<file path="config.mk">
export PLATFORM = sky130hd
export DESIGN_NAME = uart_lin_dev_flat
export DESIGN_NICKNAME = d
export VERILOG_FILES = /design/src/uart_lin_pkg.sv /design/src/uart_lin_if.sv /design/src/uart_lin_dev.sv /design/src/flat_wrapper.sv
export SDC_FILE = /design/constraint.sdc
export NUM_CORES = 1
export LEC_CHECK = 0
export ABC_CLOCK_PERIOD_IN_PS = 4600
export BUFFER_PORTS_ARGS = -buffer_cell sky130_fd_sc_hd__buf_2
export CAP_MARGIN = 20
export CORE_UTILIZATION = 35
export CTS_BUF_LIST = sky130_fd_sc_hd__clkbuf_8 sky130_fd_sc_hd__clkbuf_16
export DETAILED_ROUTE_END_ITERATION = 8
export PLACE_DENSITY = 0.56
export SLEW_MARGIN = 25
export SYNTH_ARGS = -nofsm -noshare
export SYNTH_HDL_FRONTEND = slang
export SYNTH_SLANG_ARGS = --single-unit
</file>
<file path="constraint.sdc">
create_clock -name i_ref_clk -period 4.6 [get_ports i_ref_clk]
set_clock_uncertainty 0.15 [all_clocks]
set_input_delay 0.23 -clock i_ref_clk [delete_from_list [all_inputs] [get_ports i_ref_clk]]
set_output_delay 0.23 -clock i_ref_clk [all_outputs]
set_load 0.05 [all_outputs]
</file>
<file path="src/uart_lin_pkg.sv">
// Shared constants, types and decoders for both line ends.
package uart_lin_pkg;

   // ----------------------------------------------------------------
   // Device control word bit positions.
   // ----------------------------------------------------------------
   localparam int unsigned CTL_AUTOBAUD_ARM = 0;
   localparam int unsigned CTL_WAKE_ARM     = 1;
   localparam int unsigned CTL_FAST_RATE    = 2;
   localparam int unsigned CTL_WIDE_DIVIDER = 3;
   localparam int unsigned CTL_BREAK_SEND   = 4;
   localparam int unsigned CTL_TX_ENABLE    = 5;
   localparam int unsigned CTL_OVERFLOW     = 6;
   localparam int unsigned CTL_RX_IDLE      = 7;

   // ----------------------------------------------------------------
   // Reset values and character lengths.
   // ----------------------------------------------------------------
   localparam logic [15:0] DIVISOR_RST   = 16'h0000;
   localparam logic [3:0]  CHAR_BITS     = 4'hA;    // Start, eight data, stop.
   localparam logic [3:0]  BREAK_BITS    = 4'hE;    // Start, twelve zeros, stop.
   localparam logic [3:0]  NODE_BRK_BITS = 4'hE;    // Thirteen low bits, stop.
   localparam logic [2:0]  SYNC_RISES    = 3'h5;    // Rising edges of a 55h sync character.
   localparam logic [15:0] COUNT_FIRST   = 16'h0001;
   localparam int unsigned CAL_PRESCALE  = 8;       // Base clock over eight.

   // ----------------------------------------------------------------
   // Controller register map on AXI4-Lite.
   // ----------------------------------------------------------------
   localparam logic [7:0]  REG_BIT_LEN   = 8'h00;
   localparam logic [7:0]  REG_TX_CMD    = 8'h04;
   localparam logic [7:0]  REG_STATUS    = 8'h08;
   localparam logic [15:0] BIT_LEN_RST   = 16'h0064;
   localparam int unsigned CMD_BREAK     = 8;
   localparam logic [1:0]  RESP_OKAY     = 2'h0;
   localparam logic [1:0]  RESP_SLVERR   = 2'h2;

   // ----------------------------------------------------------------
   // Calibration state machine.
   // ----------------------------------------------------------------
   typedef enum logic [3:0] {
      CAL_IDLE  = 4'h1,
      CAL_START = 4'h2,
      CAL_FIRST = 4'h4,
      CAL_COUNT = 4'h8
   } cal_state_t;

   // Base clock divide in oscillator cycles for the select pair.
   function automatic logic [6:0] base_div(input logic wide, input logic fast);
      case ({wide, fast})
         2'b00:   base_div = 7'h40;
         2'b01:   base_div = 7'h10;
         2'b10:   base_div = 7'h10;
         default: base_div = 7'h04;
      endcase
   endfunction

   // Last prescaler count of a calibration tick.
   function automatic logic [9:0] cal_last(input logic wide, input logic fast);
      cal_last = 10'(32'(base_div(wide, fast)) * CAL_PRESCALE - 1);
   endfunction

endpackage

</file>
<file path="src/uart_lin_if.sv">
// Serial line between the serial port and the remote node.
`timescale 1ns/1ns
interface uart_lin_if;
   logic serial_in_line;   // Remote node to device, idles high.
   logic serial_out_line;  // Device to remote node, idles high.
   modport dev_mp  (input serial_in_line, output serial_out_line);
   modport node_mp (output serial_in_line, input serial_out_line);
endinterface

</file>
<file path="src/uart_lin_dev.sv">
// Serial port end: rate calibration, wake and break send.
//
// The implementer's own choices: the address map and the AXI4-Lite slave port.
`timescale 1ns/1ns
// Contract
// - Arm starts calibration, receiver held idle.
// - Calibration times a 55h sync character.
// - Count first to fifth rise; store, disarm, flag.
// - Software reads buffer; read clears receive flag.
// - Both divisor bytes form one 16-bit counter.
// - Counter ticks at base clock over eight.
// - Calibration count starts at one.
// - With wake armed, calibrate byte after break.
// - Overflow sets flag bits, counting continues.
// - Receive idle reads zero until fifth rise.
// - Fifth rise sets flag again after read.
// - Early disarm leaves later falls as starts.
// - Software clears overflow after idle returns.
// - Wake arm suspends reception, watches falling edge.
// - Wake event sets flag; buffer read clears.
// - Break-ending rise clears wake arm.
// - Remote wake character is long all zeros.
// - Software checks idle before arming wake.
// - Break is start, twelve zeros, stop.
// - Break-send write sends zeros, ignores data.
// - Break-send clears after stop; queued byte follows.
// - Shift-empty shows activity during break too.
module uart_lin_dev (
   // Clock and reset.
   input  wire logic        i_ref_clk,
   input  wire logic        i_resetn,
   // Control word write and status.
   input  wire logic        i_ctl_wr,
   input  wire logic [7:0]  i_ctl_wdata,
   output logic      [7:0]  o_ctl_status,
   // Divisor pair.
   input  wire logic        i_div_wr,
   input  wire logic [15:0] i_div_wdata,
   output logic      [15:0] o_divisor,
   // Receive buffer read and flag.
   input  wire logic        i_rxbuf_rd,
   output logic             o_receive_flag,
   // Transmit buffer and status.
   input  wire logic        i_txbuf_wr,
   input  wire logic [7:0]  i_txbuf_wdata,
   output logic             o_transmit_flag,
   output logic             o_shift_empty,
   // Serial line.
   uart_lin_if.dev_mp       line
);

   // ----------------------------------------------------------------
   // State.
   // ----------------------------------------------------------------
   typedef struct packed {
      uart_lin_pkg::cal_state_t cal;
      logic        autobaud_arm;
      logic        wake_arm;
      logic        wake_fell;
      logic        fast_rate_select;
      logic        wide_divider_select;
      logic        break_send;
      logic        transmit_enable;
      logic        calibration_overflow;
      logic        receive_flag;
      logic        receive_idle_status;
      logic [15:0] divisor;
      logic [9:0]  cal_pre;
      logic [2:0]  rises;
      logic        line_prev;
      logic [6:0]  base_cnt;
      logic [15:0] rate_cnt;
      logic        tx_pend;
      logic        tx_pend_brk;
      logic [7:0]  tx_hold;
      logic [13:0] shreg;
      logic [3:0]  bits_left;
      logic        tx_busy;
      logic        tx_brk;
      logic        tx_line;
   } dev_state_t;

   dev_state_t q;
   dev_state_t d;

   localparam dev_state_t DEV_RST = '{
      cal: uart_lin_pkg::CAL_IDLE, receive_idle_status: 1'b1, divisor: uart_lin_pkg::DIVISOR_RST,
      line_prev: 1'b1, tx_line: 1'b1, default: '0};

   // ----------------------------------------------------------------
   // Next-state logic.
   // ----------------------------------------------------------------
   // Events follow software writes, so a hardware set beats a same-cycle clear.
   always_comb begin
      logic rise;
      logic fall;
      logic [15:0] div_eff;
      logic tick;
      rise = 1'b0;
      fall = 1'b0;
      div_eff = '0;
      tick = 1'b0;
      d = q;
      rise = line.serial_in_line & ~q.line_prev;
      fall = ~line.serial_in_line & q.line_prev;
      d.line_prev = line.serial_in_line;

      // Control word write; software can only clear overflow.
      if (i_ctl_wr) begin
         d.autobaud_arm        = i_ctl_wdata[uart_lin_pkg::CTL_AUTOBAUD_ARM];
         d.wake_arm            = i_ctl_wdata[uart_lin_pkg::CTL_WAKE_ARM];
         d.fast_rate_select    = i_ctl_wdata[uart_lin_pkg::CTL_FAST_RATE];
         d.wide_divider_select = i_ctl_wdata[uart_lin_pkg::CTL_WIDE_DIVIDER];
         d.break_send          = i_ctl_wdata[uart_lin_pkg::CTL_BREAK_SEND];
         d.transmit_enable     = i_ctl_wdata[uart_lin_pkg::CTL_TX_ENABLE];
         d.calibration_overflow = q.calibration_overflow & i_ctl_wdata[uart_lin_pkg::CTL_OVERFLOW];
      end
      // Calibration owns the divisor pair while it runs.
      if (i_div_wr && q.cal == uart_lin_pkg::CAL_IDLE) begin
         d.divisor = i_div_wdata;
      end
      // No data is kept; a read only clears the flag.
      if (i_rxbuf_rd) begin
         d.receive_flag = 1'b0;
      end

      // Rate calibration sequence.
      case (q.cal)
         uart_lin_pkg::CAL_IDLE: begin
            if (q.autobaud_arm) begin
               d.cal = uart_lin_pkg::CAL_START;
            end
         end
         uart_lin_pkg::CAL_START: begin
            // With wake armed the break goes first; the next start is the sync.
            if (!q.wake_arm && fall) begin
               d.cal = uart_lin_pkg::CAL_FIRST;
            end
         end
         uart_lin_pkg::CAL_FIRST: begin
            if (rise) begin
               d.cal     = uart_lin_pkg::CAL_COUNT;
               d.divisor = uart_lin_pkg::COUNT_FIRST;
               d.cal_pre = '0;
               d.rises   = 3'h1;
            end
         end
         uart_lin_pkg::CAL_COUNT: begin
            d.cal_pre = q.cal_pre + 10'h001;
            if (q.cal_pre == uart_lin_pkg::cal_last(q.wide_divider_select, q.fast_rate_select)) begin
               d.cal_pre = '0;
               d.divisor = q.divisor + 16'h0001;
               if (q.divisor == 16'hFFFF) begin
                  d.calibration_overflow = 1'b1;
                  d.receive_flag         = 1'b1;
               end
            end
            if (rise) begin
               d.rises = q.rises + 3'h1;
               if (q.rises == uart_lin_pkg::SYNC_RISES - 3'h1) begin
                  d.cal          = uart_lin_pkg::CAL_IDLE;
                  d.autobaud_arm = 1'b0;
                  d.receive_flag = 1'b1;
               end
            end
         end
         default: begin
            d.cal = uart_lin_pkg::CAL_IDLE;
         end
      endcase
      // Disarming abandons the sequence; later falls count as starts.
      if (!d.autobaud_arm) begin
         d.cal = uart_lin_pkg::CAL_IDLE;
      end
      d.receive_idle_status = (d.cal == uart_lin_pkg::CAL_IDLE) && !d.wake_arm;

      // Wake on break: watched every clock, so any processor state sees it.
      if (!q.wake_arm) begin
         d.wake_fell = 1'b0;
      end else begin
         if (fall) begin
            d.receive_flag = 1'b1;
            d.wake_fell    = 1'b1;
         end
         if (rise && q.wake_fell) begin
            d.wake_arm  = 1'b0;
            d.wake_fell = 1'b0;
         end
      end

      // A write with break-send set and no break running queues a break.
      if (i_txbuf_wr && q.transmit_enable && !q.tx_pend) begin
         d.tx_pend     = 1'b1;
         d.tx_hold     = i_txbuf_wdata;
         d.tx_pend_brk = q.break_send && !q.tx_brk;
      end

      // Rate generator and shifter; narrow mode uses the low divisor byte only.
      div_eff = q.wide_divider_select ? q.divisor : {8'h00, q.divisor[7:0]};
      if (q.tx_busy) begin
         d.base_cnt = q.base_cnt + 7'h01;
         if (q.base_cnt == uart_lin_pkg::base_div(q.wide_divider_select, q.fast_rate_select) - 7'h01) begin
            d.base_cnt = '0;
            d.rate_cnt = q.rate_cnt + 16'h0001;
            if (q.rate_cnt == div_eff) begin
               d.rate_cnt = '0;
               tick       = 1'b1;
            end
         end
         if (tick) begin
            d.shreg     = {1'b1, q.shreg[13:1]};
            d.bits_left = q.bits_left - 4'h1;
            if (q.bits_left == 4'h1) begin
               d.tx_busy = 1'b0;
               if (q.tx_brk) begin
                  d.break_send = 1'b0;
                  d.tx_brk     = 1'b0;
               end
            end
         end
      end else if (q.tx_pend) begin
         // Loading right after the stop bit lets a queued byte follow a break at once.
         d.tx_pend   = 1'b0;
         d.tx_busy   = 1'b1;
         d.tx_brk    = q.tx_pend_brk;
         d.base_cnt  = '0;
         d.rate_cnt  = '0;
         d.shreg     = q.tx_pend_brk ? {1'b1, 13'h0000} : {5'h1F, q.tx_hold, 1'b0};
         d.bits_left = q.tx_pend_brk ? uart_lin_pkg::BREAK_BITS : uart_lin_pkg::CHAR_BITS;
      end
      // Dropping transmit-enable abandons all transmit work.
      if (!d.transmit_enable) begin
         d.tx_busy = 1'b0;
         d.tx_pend = 1'b0;
         d.tx_brk  = 1'b0;
      end
      d.tx_line = d.tx_busy ? d.shreg[0] : 1'b1;
   end

   // ----------------------------------------------------------------
   // State register.
   // ----------------------------------------------------------------
   // One register stage keeps outputs glitch-free, one cycle behind their cause.
   always_ff @(posedge i_ref_clk or negedge i_resetn) begin
      if (!i_resetn) begin
         q <= DEV_RST;
      end else begin
         q <= d;
      end
   end

   // ----------------------------------------------------------------
   // Registered outputs.
   // ----------------------------------------------------------------
   // Status mirrors control plus overflow and receive idle.
   assign o_ctl_status = {q.receive_idle_status, q.calibration_overflow, q.transmit_enable, q.break_send,
                          q.wide_divider_select, q.fast_rate_select, q.wake_arm, q.autobaud_arm};
   assign o_divisor            = q.divisor;
   assign o_receive_flag       = q.receive_flag;
   assign o_transmit_flag      = ~q.tx_pend;
   assign o_shift_empty        = ~q.tx_busy;
   assign line.serial_out_line = q.tx_line;

endmodule

</file>
<file path="src/flat_wrapper.sv">
// flat-port wrapper written by rule: the top's interface ports become plain ports
module uart_lin_dev_flat 
  (i_ref_clk, i_resetn, i_ctl_wr, i_ctl_wdata, o_ctl_status, i_div_wr, i_div_wdata, o_divisor, i_rxbuf_rd, o_receive_flag, i_txbuf_wr, i_txbuf_wdata, o_transmit_flag, o_shift_empty, line_serial_in_line, line_serial_out_line);
  uart_lin_if line_i ();
  input  wire logic i_ref_clk;
  input  wire logic i_resetn;
  input  wire logic i_ctl_wr;
  input  wire logic [7:0] i_ctl_wdata;
  output logic      [7:0] o_ctl_status;
  input  wire logic i_div_wr;
  input  wire logic [15:0] i_div_wdata;
  output logic      [15:0] o_divisor;
  input  wire logic i_rxbuf_rd;
  output logic o_receive_flag;
  input  wire logic i_txbuf_wr;
  input  wire logic [7:0] i_txbuf_wdata;
  output logic o_transmit_flag;
  output logic o_shift_empty;
  input wire logic [$bits(line_i.serial_in_line)-1:0] line_serial_in_line;
  output wire logic [$bits(line_i.serial_out_line)-1:0] line_serial_out_line;
  assign line_i.serial_in_line = line_serial_in_line;
  assign line_serial_out_line = line_i.serial_out_line;
  uart_lin_dev u_core (.i_ref_clk(i_ref_clk), .i_resetn(i_resetn), .i_ctl_wr(i_ctl_wr), .i_ctl_wdata(i_ctl_wdata), .o_ctl_status(o_ctl_status), .i_div_wr(i_div_wr), .i_div_wdata(i_div_wdata), .o_divisor(o_divisor), .i_rxbuf_rd(i_rxbuf_rd), .o_receive_flag(o_receive_flag), .i_txbuf_wr(i_txbuf_wr), .i_txbuf_wdata(i_txbuf_wdata), .o_transmit_flag(o_transmit_flag), .o_shift_empty(o_shift_empty), .line(line_i));
endmodule
</file>
==> out/metrics.json <==
{
  "area.growth.synth_to_final_pct": 14.7,
  "worstSetupEndpointType": "flop",
  "post_cts_buffers": 0,
  "worst_reg2reg_setup_slack_ps": 1630,
  "worst-slew-pin-transition_ps": 953,
  "capture_point_of_the_critical_path": "u_core.q[37]",
  "place_hpwl_mm": 8.56,
  "synth_area_um2": 5510,
  "worst_slack_ps": 1630,
  "drt_iter0_markers": 395,
  "syn-instance-count": 579,
  "synth-async-reset-ratio_pct": 100,
  "reg2regPathDepth": 8,
  "count_of_flip_flops_with_a_built_in_enable_after_synthesis": 0,
  "placeableCoreArea_um2": 15300,
  "finalPower_mw": 2.78,
  "normalized_max_slew_margin_pct": 36.5,
  "crit-reg2reg-launch": "u_core.q[47]",
  "cp.depth": 8,
  "startpoint_of_the_worst_hold_path": "i_ctl_wdata[4]",
  "critPathKind": "reg2reg",
  "hold_viol_final": 0,
  "maximum_ir_drop_on_the_vdd_rail_mv": 0.241,
  "root_buffer": "clkbuf_16",
  "worstSetupStartpointType": "flop",
  "critPathSlowestCell": "nor2b_1",
  "maxSlewViolCount": 0,
  "holdCritPathClass": "in2reg",
  "ff_latch_area_um2": 2460,
  "diodes_inserted": 0,
  "grt_start_max_net_pins": 56,
  "clk_latency_ps": 350,
  "cp.arrival_ps": 3050,
  "finalSetupViolCount": 0,
  "synth_area_per_cell_um2": 9.52,
  "yosysSeqAreaShare_pct": 44.6,
  "path_cells": "ha_1 > nor4b_1 > nand2_1 > o211ai_2 > nor2b_1 > nand4_1 > xor2_1 > nor2_1",
  "io-pin-count": 67,
  "gp_routability_congestion": 0.785,
  "cts_max_level": 3,
  "share_of_post_route_cells_with_drive_strength_above_1_pct": 18.6,
  "first_pass_iteration_count_of_the_detailed_router": 8,
  "rsz0062_at_grt": "no",
  "clockBufferDepth": 2,
  "power_density_nw_per_um2": 440,
  "fin_cells": 846,
  "yosys.cell_types.count": 72,
  "grt_first_pass_wirelength_mm": 20.7,
  "row_count": 45,
  "floorplan.initialDensity_pct": 36.1,
  "routed_wl_mm": 12.4,
  "postRouteAntennaNets": 0,
  "track_usage_pct": 16.2,
  "crit_buf_inv": 0,
  "synth.net_count": 626,
  "viasPerCell": 5.21,
  "dp_worst_setup_slack_ps": 1600,
  "total_drc_errors_in_the_routed_layout": 0,
  "grt_remaining_overflow": 0,
  "r2r-end": "u_core.q[37]",
  "kind_of_cell_adding_the_most_delay_to_the_critical_path": "simple AND/OR/NAND/NOR gates",
  "timing.max_cap.violations": 0,
  "final.period_utilization_pct": 64.5,
  "cts.clk_slew.worst_paths_ps": 70,
  "synth_ff_type": "dfrtp_1",
  "status": "complete, no violations",
  "post_placement_cell_count": 806,
  "wire_per_inst_um": 14.6,
  "critical_path_s_largest_stage_delay_ps": 660,
  "layout_commonest_cell": "dfrtp_1",
  "critical_path.startpoint": "u_core.q[47]",
  "period_needed_ps": 2970,
  "fmax_mhz": 337,
  "die-width_um": 127,
  "tns_ps": 0,
  "tritoncts_num_sinks": 98,
  "ys_ff_latch": 98,
  "cts_inserted_buffers": 9,
  "num_vias": 4409,
  "layout.cells.most_common_list": "dfrtp_1 (94), buf_2 (64), nand2_1 (60)",
  "hold_buffers": 24,
  "grt_antenna_before_repair": 0,
  "portBuffers": 65,
  "worst_path_required_time_ps": 4680,
  "fin_nets": 677,
  "cts_resized": 0,
  "grt_pass1_vias": 4221,
  "leakagePower_nw": 2.77,
  "timing.critical_path.fanout_max": 11,
  "synth-warning-count": 0,
  "cts_tree": "done",
  "multiInputGateArea_um2": 2590,
  "fp.dieArea_um2": 16300,
  "layout.filler_cells": 1472,
  "floorplan.die.height_um": 127
}
==> registers in the layout, summed over array words and instances (netlist names) <==
name and count:
u_core.o_receive_flag 1, u_core.o_ctl_status 8, u_core.o_divisor 16, u_core.line.serial_out_line 1, u_core.q 72
==> Yosys cell counts, types with 3 or more instances <==
cell      count  area (um2)
a221o_1       8        80.1
nor3_1       14        70.1
nand3_1      26         130
o21ai_0      43         215
buf_2         5        25.0
nor2b_1       3        18.8
nand2_1      60         225
o21ai_1       3        15.0
ha_1          8         100
a22o_1        3        26.3
nand4_1      15        93.8
a222oi_1      8        80.1
a21o_1        6        45.0
mux2_2       11         124
or2_2         4        25.0
buf_6         3        33.8
buf_4        27         203
nor4_1        4        25.0
a211o_1       3        26.3
o31ai_1       3        22.5
dfrtp_1      94        2350
xor2_1       13         114
and3_1        7        43.8
o22ai_1       3        18.8
clkbuf_1     13        48.8
xnor2_1      19         166
mux2i_1       8        80.1
a21oi_1      14        70.1
o211ai_1      7        52.6
and2_1        6        37.5
a31oi_1       4        25.0
o41ai_1       3        26.3
nor2_1       43         161
nand2b_1      6        37.5
inv_1        30         113
dfstp_2       4         105
==> final cells by class <==
class,instances,area share [%]
multi-input cells,400,41.0
flip-flops and latches,98,38.9
repair buffers,91,9.22
well taps,211,4.18
clock buffers,9,3.56
inverters,30,1.78
clock inverters,7,1.35
==> logic make-up after synthesis <==
group | count (synthesis) | synth area share [%]
xor gates and xnor gates | 32 | 5.09
DFF | 98 | 44.6
and+or+nand+nor | 212 | 19.9
AOI/OAI and AO/OA | 129 | 16.4
muxes | 19 | 3.70
adders and majority gates | 8 | 1.82
buffers and inverters | 81 | 8.44
==> worst reg2reg max path: stages, from the launching register on <==
cell and delay (ps):
dfrtp_1 410, ha_1 250, nor4b_1 370, nand2_1 170
o211ai_2 400, nor2b_1 660, nand4_1 200, xor2_1 180
nor2_1 60
==> worst min-delay path by stage <==
stage / end / slack, ps / cells after the start
5_1_grt: u_core.o_ctl_status[4] / 20 / 3
3_5_place_dp: u_core.q[95] / 130 / 1
6_report: u_core.o_ctl_status[4] / 30 / 3
2_1_floorplan: u_core.o_ctl_status[0] / -220 / 0
4_1_cts: u_core.o_receive_flag / 10 / 4
3_3_place_gp: u_core.q[95] / 120 / 1
==> routing by layer <==
metal  GRT usage (%)  wire, um  up-vias
met1            21.3      6070     2146
met4            4.83       155        0
met2            26.6      5700       98
met5               0         0        -
li1                -         -     2154
met3            3.43       456       11
==> report_power, final <==
part           switching (mW)  internal, mW  total (mW)
clock network           0.357         0.433       0.791
logic                   0.479         0.278       0.757
registers               0.210          1.02        1.23
total                    1.05          1.73        2.78
==> per-stage QoR <==
stage,hold slack [ps],area (um2),util [%]
6_report,26.0,6320,41.4
5_1_grt,21.0,6320,41.4
4_1_cts,13.8,6320,41.4
3_5_place_dp,126,5770,37.8
3_3_place_gp,121,5770,37.8
2_1_floorplan,-216,5510,-
No activity file was read; power rests on OpenSTA's default activity.
